<file path="src/inc/cell_regs_pkg.sv">
package cell_regs_pkg;
  // Register addresses in the 26-bit host space
  localparam logic [25:0] ADDR_IND_ADDR = 26'h0030810;
  localparam logic [25:0] ADDR_IND_DATA = 26'h0030814;
  localparam logic [25:0] ADDR_ESW_OVH_INFO1 = 26'h0030818;
  localparam logic [25:0] ADDR_RM_OVERLAY = 26'h003081c;
  localparam logic [25:0] ADDR_EGR_OVH_MANIP = 26'h0030820;
  localparam logic [25:0] ADDR_ING_PROC_CTRL = 26'h0030824;
  localparam logic [25:0] ADDR_EGR_PROC_CTRL = 26'h0030828;
  localparam logic [25:0] ADDR_CLP_OVERLAY = 26'h003082c;
  localparam logic [25:0] ADDR_COMMON_EXT_PTR = 26'h0030d88;
  localparam logic [25:0] ADDR_INT_STATUS = 26'h0030830;
  localparam logic [25:0] ADDR_INT_MASK = 26'h0030834;
  localparam logic [25:0] ADDR_CORE_REV = 26'h0030838;
  localparam logic [25:0] ADDR_DEVICE_REV = 26'h003083c;
  localparam logic [25:0] ADDR_ESW_IF_CONFIG = 26'h0030840;

  // Field positions
  localparam int QFULL_BIT = 21;
  localparam int CONG_BIT = 1;
  localparam int ABR_MARK_BIT = 0;
  localparam int EGR_ABR_BIT = 0;
  localparam int IND_BUSY_BIT = 31;
  localparam int IND_DIR_BIT = 30;
  localparam int IND_SIZE_BIT = 29;
  localparam int IND_SPACE_LSB = 24;
  localparam int IND_ADDR_LSB = 1;
  localparam int CONNID_SIZE_LSB = 0;
  localparam int TS_SIZE_LSB = 8;
  localparam int MBIT_SRC_LSB = 16;
  localparam int VPI_SEL_BIT = 0;
  localparam int CORE_MAJOR_LSB = 6;
  localparam int DEV_IDENT_LSB = 12;

  // Writable bits per register; all others read 0, except indirect address bit 31, which reads busy
  localparam logic [31:0] IND_ADDR_WMASK = 32'h63fffffe;
  localparam logic [31:0] EGR_MANIP_WMASK = 32'h00031f1f;
  localparam logic [31:0] ING_CTRL_WMASK = 32'h00000003;
  localparam logic [31:0] EGR_CTRL_WMASK = 32'h00000001;
  localparam logic [31:0] INT_MASK_WMASK = 32'h00200000;
  localparam logic [31:0] ESW_IF_WMASK = 32'h00000001;
  localparam logic [31:0] REG_RESET = 32'h00000000;

  // Revision codes; values are arbitrary
  localparam logic [5:0] CORE_MAJOR_REV = 6'h2a;
  localparam logic [5:0] CORE_MINOR_REV = 6'h15;
  localparam logic [19:0] DEVICE_IDENT = 20'h5a5a5;
  localparam logic [5:0] DEVICE_MAJOR_REV = 6'h2c;
  localparam logic [5:0] DEVICE_MINOR_REV = 6'h13;

  // M bit sources
  localparam logic [1:0] MSRC_EXTRACT = 2'h0;
  localparam logic [1:0] MSRC_INVERT = 2'h1;
  localparam logic [1:0] MSRC_ONE = 2'h2;
  localparam logic [1:0] MSRC_ZERO = 2'h3;

  // Monitoring cell queue and insertion bucket
  localparam int QUEUE_DEPTH = 4;
  localparam logic [2:0] QUEUE_FULL_COUNT = 3'h4;
  localparam logic [1:0] BUCKET_MAX_CREDIT = 2'h2;
  localparam int CLK_PERIOD_NS = 40;
  localparam int BUCKET_PERIOD_NS = 2720;
  localparam int BUCKET_PERIOD_CYC = (BUCKET_PERIOD_NS + CLK_PERIOD_NS - 1) / CLK_PERIOD_NS;
  localparam logic [6:0] BUCKET_TICK_LAST = 7'(BUCKET_PERIOD_CYC - 1);

  typedef enum {IND_IDLE, IND_WAIT} ind_state_type;
endpackage

</file>
<file path="src/verilog/mon_cell_queue.sv">
`timescale 1ns/100ps
module mon_cell_queue (
  input wire logic clk_in, // System clock
  input wire logic rst_n_in, // Synchronous reset, active low
  input wire logic gen_in, // Monitoring cell generated, pulse
  input wire logic slot_in, // Insertion slot offered, pulse
  output logic insert_out, // Cell inserted this cycle, pulse
  output logic full_out // Queue holds its maximum
);
  logic [2:0] count_q;
  logic [1:0] credit_q;
  logic [6:0] tick_q;
  logic tick_w;
  logic push_w;
  logic pop_w;

  // Bucket refills one credit per period; a cell leaves only on a credit
  assign tick_w = (tick_q == cell_regs_pkg::BUCKET_TICK_LAST);
  assign push_w = gen_in && !full_out;
  assign pop_w = slot_in && (count_q != 3'h0) && (credit_q != 2'h0);
  assign full_out = (count_q == cell_regs_pkg::QUEUE_FULL_COUNT);
  assign insert_out = pop_w;

  // Period divider
  always_ff @(posedge clk_in) begin
    if (!rst_n_in) begin
      tick_q <= 7'h00;
    end else begin
      tick_q <= tick_w ? 7'h00 : tick_q + 7'h01;
    end
  end

  // Credit: a refill and a spend in one cycle cancel
  always_ff @(posedge clk_in) begin
    if (!rst_n_in) begin
      credit_q <= 2'h0;
    end else if (tick_w && !pop_w && credit_q != cell_regs_pkg::BUCKET_MAX_CREDIT) begin
      credit_q <= credit_q + 2'h1;
    end else if (pop_w && !tick_w) begin
      credit_q <= credit_q - 2'h1;
    end
  end

  // Occupancy; a cell offered while full is dropped, which is why full is flagged
  always_ff @(posedge clk_in) begin
    if (!rst_n_in) begin
      count_q <= 3'h0;
    end else if (push_w && !pop_w) begin
      count_q <= count_q + 3'h1;
    end else if (pop_w && !push_w) begin
      count_q <= count_q - 3'h1;
    end
  end
endmodule

</file>
<file path="src/verilog/cell_proc_regs.sv">
`timescale 1ns/100ps
module cell_proc_regs (
  input wire logic clk_in, // System clock, 25 MHz
  input wire logic rst_n_in, // Synchronous reset, active low
  input wire logic [25:0] host_addr_in, // Host register address
  input wire logic host_wr_in, // Host write strobe, pulse
  input wire logic host_rd_in, // Host read strobe, pulse
  input wire logic [31:0] host_wdata_in, // Host write data
  output logic [31:0] host_rdata_out, // Host read data
  output logic host_ack_out, // Access done, pulse
  output logic irq_out, // Interrupt, active high
  input wire logic fmc_gen_in, // Forward monitoring cell generated
  input wire logic fmc_slot_in, // Cell slot free for insertion
  output logic fmc_insert_out, // Forward monitoring cell inserted
  output logic mem_req_out, // Indirect memory request, level
  output logic mem_read_out, // Indirect direction, 1 read
  output logic mem_size16_out, // Indirect size, 1 is 16 bits
  output logic [1:0] mem_space_out, // Indirect address space
  output logic [22:0] mem_addr_out, // Indirect address bits 23:1
  output logic [31:0] mem_wdata_out, // Indirect write data
  input wire logic [31:0] mem_rdata_in, // Indirect read data
  input wire logic mem_done_in, // Indirect access finished, pulse
  input wire logic ing_cell_valid_in, // Ingress cell present
  input wire logic ing_cell_clp_in, // Ingress cell CLP
  input wire logic conn_marking_enable_in, // Per-connection marking enable
  input wire logic conn_abr_mark_in, // Per-connection ABR marking enable
  output logic ing_discard_out, // Discard this ingress cell
  output logic ing_abr_mark_out, // Mark this ingress cell
  output logic ingress_congestion_out, // Global congestion flag
  output logic egress_abr_mark_enable_out, // Global egress marking enable
  input wire logic egr_mbit_extracted_in, // M bit from cell overhead
  input wire logic [11:0] hdr_vpi_in, // VPI from cell header
  output logic egr_mbit_out, // Selected M bit
  output logic [11:0] egress_connection_id_out, // VPI part of header identifier
  output logic [4:0] egress_connid_size_out, // Identifier width
  output logic [4:0] egress_timestamp_size_out, // Timestamp width
  output logic [1:0] egress_mbit_source_out // M bit source
);
  logic [31:0] ind_addr_q;
  logic [31:0] ind_data_q;
  logic [31:0] esw_info_q;
  logic [31:0] rm_overlay_q;
  logic [31:0] egr_manip_q;
  logic [31:0] ing_ctrl_q;
  logic [31:0] egr_ctrl_q;
  logic [31:0] clp_overlay_q;
  logic [31:0] ext_ptr_q;
  logic [31:0] int_mask_q;
  logic [31:0] esw_if_q;
  logic mon_queue_full_q;
  logic qfull_prev_q;
  logic indirect_busy_q;
  logic [31:0] rdata_q;
  logic ack_q;
  logic mbit_q;
  logic [11:0] connid_q;
  logic discard_q;
  logic mark_q;
  cell_regs_pkg::ind_state_type state_q;
  cell_regs_pkg::ind_state_type state_d;
  logic qfull_w;
  logic qfull_rise_w;

  // Address decode
  wire sel_ind_addr = (host_addr_in == cell_regs_pkg::ADDR_IND_ADDR);
  wire sel_ind_data = (host_addr_in == cell_regs_pkg::ADDR_IND_DATA);
  wire sel_esw_info = (host_addr_in == cell_regs_pkg::ADDR_ESW_OVH_INFO1);
  wire sel_rm_ovl = (host_addr_in == cell_regs_pkg::ADDR_RM_OVERLAY);
  wire sel_egr_manip = (host_addr_in == cell_regs_pkg::ADDR_EGR_OVH_MANIP);
  wire sel_ing_ctrl = (host_addr_in == cell_regs_pkg::ADDR_ING_PROC_CTRL);
  wire sel_egr_ctrl = (host_addr_in == cell_regs_pkg::ADDR_EGR_PROC_CTRL);
  wire sel_clp_ovl = (host_addr_in == cell_regs_pkg::ADDR_CLP_OVERLAY);
  wire sel_ext_ptr = (host_addr_in == cell_regs_pkg::ADDR_COMMON_EXT_PTR);
  wire sel_int_stat = (host_addr_in == cell_regs_pkg::ADDR_INT_STATUS);
  wire sel_int_mask = (host_addr_in == cell_regs_pkg::ADDR_INT_MASK);
  wire sel_core_rev = (host_addr_in == cell_regs_pkg::ADDR_CORE_REV);
  wire sel_dev_rev = (host_addr_in == cell_regs_pkg::ADDR_DEVICE_REV);
  wire sel_esw_if = (host_addr_in == cell_regs_pkg::ADDR_ESW_IF_CONFIG);

  // Indirect registers are frozen while an access runs, so the engine sees stable operands
  wire ind_start_w = host_wr_in && sel_ind_addr && !indirect_busy_q;
  wire ind_data_wr_w = host_wr_in && sel_ind_data && !indirect_busy_q;
  wire ind_done_w = (state_q == cell_regs_pkg::IND_WAIT) && mem_done_in;
  wire ind_read_w = ind_addr_q[cell_regs_pkg::IND_DIR_BIT];
  wire stat_clear_w = host_wr_in && sel_int_stat && host_wdata_in[cell_regs_pkg::QFULL_BIT];

  // Fixed revision words
  wire [31:0] core_rev_w = {20'h00000, cell_regs_pkg::CORE_MAJOR_REV,
                            cell_regs_pkg::CORE_MINOR_REV};
  wire [31:0] dev_rev_w = {cell_regs_pkg::DEVICE_IDENT, cell_regs_pkg::DEVICE_MAJOR_REV,
                           cell_regs_pkg::DEVICE_MINOR_REV};
  wire [31:0] int_stat_w = {10'h000, mon_queue_full_q, 21'h000000};

  // Read mux; unmapped addresses return zero
  wire [31:0] read_mux_w =
    sel_ind_addr ? {indirect_busy_q, ind_addr_q[30:0]} :
    sel_ind_data ? ind_data_q :
    sel_esw_info ? esw_info_q :
    sel_rm_ovl ? rm_overlay_q :
    sel_egr_manip ? egr_manip_q :
    sel_ing_ctrl ? ing_ctrl_q :
    sel_egr_ctrl ? egr_ctrl_q :
    sel_clp_ovl ? clp_overlay_q :
    sel_ext_ptr ? ext_ptr_q :
    sel_int_stat ? int_stat_w :
    sel_int_mask ? int_mask_q :
    sel_core_rev ? core_rev_w :
    sel_dev_rev ? dev_rev_w :
    sel_esw_if ? esw_if_q : 32'h00000000;

  // Monitoring cell queue with its insertion bucket
  mon_cell_queue u_queue (
    .clk_in(clk_in),
    .rst_n_in(rst_n_in),
    .gen_in(fmc_gen_in),
    .slot_in(fmc_slot_in),
    .insert_out(fmc_insert_out),
    .full_out(qfull_w)
  );

  assign qfull_rise_w = qfull_w && !qfull_prev_q;

  // Plain control registers; masks keep unused bits at zero
  always_ff @(posedge clk_in) begin
    if (!rst_n_in) begin
      esw_info_q <= cell_regs_pkg::REG_RESET;
      rm_overlay_q <= cell_regs_pkg::REG_RESET;
      egr_manip_q <= cell_regs_pkg::REG_RESET;
      ing_ctrl_q <= cell_regs_pkg::REG_RESET;
      egr_ctrl_q <= cell_regs_pkg::REG_RESET;
      clp_overlay_q <= cell_regs_pkg::REG_RESET;
      ext_ptr_q <= cell_regs_pkg::REG_RESET;
      int_mask_q <= cell_regs_pkg::REG_RESET;
      esw_if_q <= cell_regs_pkg::REG_RESET;
    end else if (host_wr_in) begin
      if (sel_esw_info) esw_info_q <= host_wdata_in;
      if (sel_rm_ovl) rm_overlay_q <= host_wdata_in;
      if (sel_egr_manip) egr_manip_q <= host_wdata_in & cell_regs_pkg::EGR_MANIP_WMASK;
      if (sel_ing_ctrl) ing_ctrl_q <= host_wdata_in & cell_regs_pkg::ING_CTRL_WMASK;
      if (sel_egr_ctrl) egr_ctrl_q <= host_wdata_in & cell_regs_pkg::EGR_CTRL_WMASK;
      if (sel_clp_ovl) clp_overlay_q <= host_wdata_in;
      if (sel_ext_ptr) ext_ptr_q <= host_wdata_in;
      if (sel_int_mask) int_mask_q <= host_wdata_in & cell_regs_pkg::INT_MASK_WMASK;
      if (sel_esw_if) esw_if_q <= host_wdata_in & cell_regs_pkg::ESW_IF_WMASK;
    end
  end

  // Sticky queue-full flag; a new full event beats a clear in the same cycle
  always_ff @(posedge clk_in) begin
    if (!rst_n_in) begin
      mon_queue_full_q <= 1'b0;
      qfull_prev_q <= 1'b0;
    end else begin
      qfull_prev_q <= qfull_w;
      if (qfull_rise_w) begin
        mon_queue_full_q <= 1'b1;
      end else if (stat_clear_w) begin
        mon_queue_full_q <= 1'b0;
      end
    end
  end

  // Interrupt only through the enable bit
  assign irq_out = mon_queue_full_q && int_mask_q[cell_regs_pkg::QFULL_BIT];

  // Indirect access sequencer
  always_comb begin
    state_d = state_q;
    case (state_q)
      cell_regs_pkg::IND_IDLE: if (ind_start_w) state_d = cell_regs_pkg::IND_WAIT;
      cell_regs_pkg::IND_WAIT: if (mem_done_in) state_d = cell_regs_pkg::IND_IDLE;
      default: state_d = cell_regs_pkg::IND_IDLE;
    endcase
  end

  always_ff @(posedge clk_in) begin
    if (!rst_n_in) begin
      state_q <= cell_regs_pkg::IND_IDLE;
      indirect_busy_q <= 1'b0;
      ind_addr_q <= cell_regs_pkg::REG_RESET;
    end else begin
      state_q <= state_d;
      if (ind_start_w) begin
        indirect_busy_q <= 1'b1;
        ind_addr_q <= host_wdata_in & cell_regs_pkg::IND_ADDR_WMASK;
      end else if (ind_done_w) begin
        indirect_busy_q <= 1'b0;
      end
    end
  end

  // Data register: host writes when idle, read results land on completion
  always_ff @(posedge clk_in) begin
    if (!rst_n_in) begin
      ind_data_q <= cell_regs_pkg::REG_RESET;
    end else if (ind_done_w && ind_read_w) begin
      ind_data_q <= mem_rdata_in;
    end else if (ind_data_wr_w) begin
      ind_data_q <= host_wdata_in;
    end
  end

  assign mem_req_out = (state_q == cell_regs_pkg::IND_WAIT);
  assign mem_read_out = ind_read_w;
  assign mem_size16_out = ind_addr_q[cell_regs_pkg::IND_SIZE_BIT];
  assign mem_space_out = ind_addr_q[cell_regs_pkg::IND_SPACE_LSB +: 2];
  assign mem_addr_out = ind_addr_q[cell_regs_pkg::IND_ADDR_LSB +: 23];
  assign mem_wdata_out = ind_data_q;

  // Host answer, one cycle after the strobe
  always_ff @(posedge clk_in) begin
    if (!rst_n_in) begin
      rdata_q <= 32'h00000000;
      ack_q <= 1'b0;
    end else begin
      ack_q <= host_wr_in || host_rd_in;
      if (host_rd_in) rdata_q <= read_mux_w;
    end
  end

  assign host_rdata_out = rdata_q;
  assign host_ack_out = ack_q;

  // Egress selection; registered so the cell path sees one stable cycle of latency
  wire [1:0] msrc_w = egr_manip_q[cell_regs_pkg::MBIT_SRC_LSB +: 2];
  wire vpi12_w = esw_if_q[cell_regs_pkg::VPI_SEL_BIT];
  wire mbit_sel_w = (msrc_w == cell_regs_pkg::MSRC_EXTRACT) ? egr_mbit_extracted_in :
                    (msrc_w == cell_regs_pkg::MSRC_INVERT) ? !egr_mbit_extracted_in :
                    (msrc_w == cell_regs_pkg::MSRC_ONE);
  wire [11:0] connid_w = vpi12_w ? hdr_vpi_in : {4'h0, hdr_vpi_in[7:0]};

  // Ingress decisions
  wire cong_w = ing_ctrl_q[cell_regs_pkg::CONG_BIT];
  wire abr_en_w = ing_ctrl_q[cell_regs_pkg::ABR_MARK_BIT];
  wire discard_w = ing_cell_valid_in && cong_w && conn_marking_enable_in
                   && ing_cell_clp_in;
  wire mark_w = ing_cell_valid_in && abr_en_w && conn_abr_mark_in;

  always_ff @(posedge clk_in) begin
    if (!rst_n_in) begin
      mbit_q <= 1'b0;
      connid_q <= 12'h000;
      discard_q <= 1'b0;
      mark_q <= 1'b0;
    end else begin
      mbit_q <= mbit_sel_w;
      connid_q <= connid_w;
      discard_q <= discard_w;
      mark_q <= mark_w;
    end
  end

  assign egr_mbit_out = mbit_q;
  assign egress_connection_id_out = connid_q;
  assign ing_discard_out = discard_q;
  assign ing_abr_mark_out = mark_q;
  assign ingress_congestion_out = cong_w;
  assign egress_abr_mark_enable_out = egr_ctrl_q[cell_regs_pkg::EGR_ABR_BIT];
  assign egress_connid_size_out = egr_manip_q[cell_regs_pkg::CONNID_SIZE_LSB +: 5];
  assign egress_timestamp_size_out = egr_manip_q[cell_regs_pkg::TS_SIZE_LSB +: 5];
  assign egress_mbit_source_out = msrc_w;
endmodule

</file>
<file path="config.mk">
export PLATFORM = sky130hd
export DESIGN_NAME = cell_proc_regs
export DESIGN_NICKNAME = d
export VERILOG_FILES = /design/src/inc/cell_regs_pkg.sv /design/src/verilog/mon_cell_queue.sv /design/src/verilog/cell_proc_regs.sv
export SDC_FILE = /design/constraint.sdc
export NUM_CORES = 1
export LEC_CHECK = 0
export ABC_AREA = 1
export BUFFER_PORTS_ARGS = -buffer_cell sky130_fd_sc_hd__buf_2
export CORE_UTILIZATION = 30
export DETAILED_ROUTE_END_ITERATION = 6
export GPL_ROUTABILITY_DRIVEN = 1
export SYNTH_ARGS = -nofsm -noshare
export SYNTH_HDL_FRONTEND = slang
export SYNTH_SLANG_ARGS = --single-unit
</file>
<file path="constraint.sdc">
create_clock -name clk_in -period 3.3 [get_ports clk_in]
set_clock_uncertainty 0.2 [all_clocks]
set_input_delay 0.66 -clock clk_in [delete_from_list [all_inputs] [get_ports clk_in]]
set_output_delay 0.66 -clock clk_in [all_outputs]
set_load 0.02 [all_outputs]
</file>
# Word-level counts from Yosys, hierarchy flattened
# Index checks and enable logic that the tools add are counted.
[classes]
add_sub_neg = 5
multipliers = 0
div_mod_pow = 0
magnitude_cmp = 0
n_eq_ne = 23
n_shift = 0
n_mux = 29
bitwise_logic = 1
reduce_logical = 52
[op_table]
columns = ["operator", "count"]
rows = [
  ["$mux 32", 13],
  ["$eq 26x18->1 const B", 14],
  ["$mux 31", 4],
  ["$pmux 32 s2", 1],
  ["$eq 32x1->1 const B", 1],
  ["$eq 32x2->1 const B", 1],
  ["$logic_not 32->1", 1],
  ["$logic_and 1x1->1", 23],
  ["$reduce_and 2->1", 11],
  ["$reduce_bool 2->1", 6],
  ["$add 7x1->7 const B", 1],
  ["$eq 7x7->1 const B", 1],
  ["$logic_not 1->1", 7],
  ["$mux 1", 7],
  ["$mux 3", 2],
  ["$ne 2x2->1 const B", 3],
  ["$mux 2", 2],
  ["$add 3x1->3 const B", 1],
  ["$eq 3x3->1 const B", 1],
  ["$reduce_bool 3->1", 1],
  ["$sub 3x1->3 const B", 1],
  ["$add 2x1->2 const B", 1],
  ["$eq 2x1->1 const B", 1],
  ["$eq 2x2->1 const B", 1],
  ["other kinds (5)", 5],
]
[word_totals]
reg_bits = 299
latch_bits = 0
ram_bits = 0
rom_bits = 0
inputBits = 114
output_inout_bits = 124
word_cells = 135
memories = 0

# Depth between registers and ports, before layout
[depth]
word_depth = 15
mapped_depth = 15
ltp_nobuf = 15

# Cells and area by module
# A second synthesis with hierarchy kept.
[unflattened]
cells_unflattened = 1658
hier_area_um2 = 12553.3
[modules_own_cells]
columns = ["mod", "n_inst", "cells_each", "area_per_inst_um2", "seq_area_each_um2"]
rows = [
  ["cell_proc_regs", 1, 1571, 11936.4, 5124.9],
  ["mon_cell_queue", 1, 87, 616.8, 240.2],
]

# Worst setup path before layout
# OpenSTA, ideal clock, no wires.
[synth_timing]
path_type = "input port to flip-flop"
start = "input port fmc_slot_in"
end = "register u_queue.count_q[1]"
setup_ns = 0.120
arrival_ns = 2.357
required_time_ns = 2.980
slack_ns = 0.623
cell_stages = 8
n_path_buf = 0
path_cell_list = "inv_1 -> nor3_1 -> inv_1 -> ha_1 -> inv_1 -> fa_1 -> o21ai_0 -> a21oi_1"
[synth_via]
elab_chain_cells = 5
word_cells_on_any_way = 7
classes_between = "mux: 1; reduce/logical: 6"
[synth_lines]
columns = ["item", "line", "rtl"]
rows = [
  ["start, declared", "cell_proc_regs.sv:13", "input wire logic fmc_slot_in,"],
  ["$logic_and 1x1->1 (*) (2 in a row)", "mon_cell_queue.sv:20", "assign pop_w = slot_in && (count_q != 3'h0) && (credit_q != 2'h0);"],
  ["via fmc_insert_out", "cell_proc_regs.sv:14", "output logic fmc_insert_out,"],
  ["$logic_not 1->1", "mon_cell_queue.sv:48", "end else if (push_w && !pop_w) begin"],
  ["$logic_and 1x1->1", "mon_cell_queue.sv:48", ""],
  ["$mux 3 / $reduce_bool 2->1 (equally long branches)", "n/a", ""],
  ["end signal, assigned", "mon_cell_queue.sv:49", "count_q <= count_q + 3'h1;"],
  ["end signal, assigned", "mon_cell_queue.sv:51", "count_q <= count_q - 3'h1;"],
  ["end, declared", "mon_cell_queue.sv:10", "logic [2:0] count_q;"],
]
# The timed path passes the listed nets; every way through them passes the cells marked *.
# A chain may end at the register's enable or synchronous reset.

# Final worst setup path
[layout_timing]
start = "register u_queue.count_q[0]"
end = "output port fmc_insert_out"
[layout_via]
elab_chain_cells = 3
[layout_lines]
columns = ["item", "line"]
rows = [
  ["$reduce_bool 3->1", "mon_cell_queue.sv:20"],
  ["$logic_and 1x1->1 (2 in a row)", "mon_cell_queue.sv:20"],
  ["end, declared", "cell_proc_regs.sv:14"],
]
# Every way passes these cells.

==> metrics.txt <==
syn_nets 1764; P_sw 1660 µW; Yosys top cell by area dfxtp_1; final count of hold timing violations 0; DIE WIDTH 203 µm; final non-filler cell total 2392; H-tree levels 1; via count of the first global-routing pass 11100; cell-internal power 5540 µW; vias after detailed routing 11800; Vias/cell 4.94; Final Max Slew Viols 0; mapped cell area 12100 µm²; fmax 0.392 GHz; Fill cells 4181; RSZ-0062 raised after global routing no; syn_area_per_cell 7.36 µm²; period utilization 77.3%; Hold Crit Depth 3; Switching Share 23.1%; core area 39800 µm²; Mapped Cells 1647; status completed; top-area cell type share of the netlist area 44.3%; # IOs 238; worst reg2reg startpoint u_queue.count_q[0]; IO Port Bufs 237; total CTS buffers 31; ys async rst share 0%; total negative slack 0 ns; sequential fraction of the synthesis area 44.3%; clock power share 49.6%; most common cell after layout, fill and taps aside dfxtp_1; worst min-delay path category input pin to flip-flop; YS warnings 0; wire per inst 17.4 µm; Max transition margin 38.0%; hold endpoint egress_connection_id_out[2]; area grow syn2layout 21.8%; global-route wire length before repair 64.0 mm; Sink Count 268; Comb pwr share 4.9%; GRT overflow 0; Flop pwr share 45.5%; # nets final 1961; hold_sp hdr_vpi_in[2]; Req. time, crit path 2.44 ns; dominant cells by area after synthesis dfxtp_1, o21ai_0, nand2_1; R2R depth 8; Main synth FF type dfxtp_1; Die H 203 µm; TritonCTS clock tree built; HPWL Detailed 28.6 mm; R2R Setup Slk 1.10 ns; commonest non-fill, non-tap cells in the layout dfxtp_1, nand2_1, buf_2; Sequential Area 5370 µm²; 1st-iter DRT viols 833; crit path max fanout 5; share of post-route cells with drive strength above 1 20.7%; final wirelength 41.5 mm; final setup violating endpoints 0; postcts setup bufs 0; clk_lat worst skew 0.57 ns; Root Buffer Master clkbuf_16; GR met3 Demand/Resource 3.98%; GP Congestion 0.906; area of the multi-input gates 5460 µm²; post-synth cell types 51; GRT met1 Usage 26.4%; Worst-Margin Slew 0.928 ns; Leak 0.00624 µW; crit path launch type flip-flop; r2r endpoint u_queue.count_q[1]; CTS resizes 0; EDFF count, synth 0; WS Path Type flip-flop to output port; initial core utilization 30.4%; largest net degree at the start of global routing 65; # rows 73; hold buffers post-CTS 0; Worst setup EP type output port; Die Area 41200 µm²; total track usage 19.9%; most used routing layer met2; Critical Path AT 1.69 ns; fin crit period 2.55 ns; Clock transition at path regs 0.06 ns; Worst VDD drop 0.000372 V; Max clock buf depth 3; GR Layer Usage met2 32.1%; total power 7200 µW; initial antenna violation count 1; 1st-pass router iterations 7; placed cells 2336; DRC viols 0; final core occ 37.1%; max cap viols 0; Seq cells post-synth 268; power per cell area 488 nW/µm²; Routed Antenna Nets 0
## cells in the mapped netlist, types with 4 or more instances
cell type	number
dfxtp_1	268
nand2_1	245
nor2_1	209
o21ai_0	188
inv_1	180
a21oi_1	146
nand4_1	66
clkbuf_1	61
a31oi_1	33
nand3_1	31
a211oi_1	28
o21ai_1	28
buf_2	18
inv_2	15
buf_6	14
nor3_1	13
a211oi_2	10
nor2_4	9
o211ai_1	9
buf_4	8
o22ai_1	8
nor2_2	5
o21bai_1	5
nand2_2	4
nand3_4	4
## layer usage
metal  wire length, µm  up-vias
met5                 0        -
met4              1240        0
met3              3270       73
met2             18600      415
met1             18400     5465
li1                  -     5875
## through the flow
| step | worst slack, ns | cell area [µm²] | hold slack, ns |
|---|---|---|---|
| 2_1_floorplan | 0.623 | 12100 | 0.211 |
| 3_3_place_gp | 0.236 | 13700 | 0.214 |
| 3_5_place_dp | 0.255 | 13700 | 0.223 |
| 4_1_cts | 0.707 | 14800 | 0.0515 |
| 5_1_grt | 0.610 | 14800 | 0.0712 |
| 6_report | 0.749 | 14800 | 0.0735 |
## how the worst max path moves through the flow
stage                            start            endpoint  slack, ns  cells after the start
detailed placement    host_addr_in[19]   clp_overlay_q[21]       0.25                      9
global route        u_queue.count_q[0]      fmc_insert_out       0.61                      3
CTS                 u_queue.count_q[0]      fmc_insert_out       0.71                      3
floorplan                  fmc_slot_in  u_queue.count_q[1]       0.62                      8
finish              u_queue.count_q[0]      fmc_insert_out       0.75                      3
global placement      host_addr_in[21]   host_rdata_out[6]       0.24                     10
## power by group through the flow
stage               Sequential [µW]  Combinational [µW]  Clock [µW]
floorplan                      3360                 158           0
global placement               3350                 347           0
detailed placement             3350                 354           0
CTS                            3280                 355        3630
global route                   3280                 392        3760
finish                         3280                 354        3570
## worst max-delay path: stages, from the launching register on
cell and delay, ns:
dfxtp_1 0.42, nor3_1 0.08, nor3_1 0.37, buf_2 0.25
## area by class of cell
class,count,area share [%]
antenna,1,0.0169
clock buffer,44,5.99
clock inverter,11,1.14
inverter,199,5.08
multi-input combinational,1075,37.0
sequential,268,36.3
tap,525,4.45
timing repair buffer,269,10.0
## logic make-up (layout without fill, tap and decap cells)
logic type      after synthesis  in the layout  synth area share [%]
xor+xnor                      2              2                 0.145
compound gates              463            463                  21.4
buf+inv                     304            523                  10.8
flops                       268            268                  44.3
other cells                   0              1                     0
fa+ha+maj                     3              3                 0.372
simple gates                607            607                  23.1
## flip-flops by register name, summed over array words and instances (netlist names), 2 cells and up
| signal | count |
|---|---|
| rm_overlay_q | 32 |
| u_queue.count_q | 3 |
| ind_addr_q | 27 |
| esw_info_q | 32 |
| mem_wdata_out | 32 |
| u_queue.credit_q | 2 |
| ext_ptr_q | 32 |
| ing_ctrl_q | 2 |
| host_rdata_out | 32 |
| clp_overlay_q | 32 |
| egr_manip_q | 12 |
| egress_connection_id_out | 12 |
| u_queue.tick_q | 7 |
(Power assumes the default switching activity.)
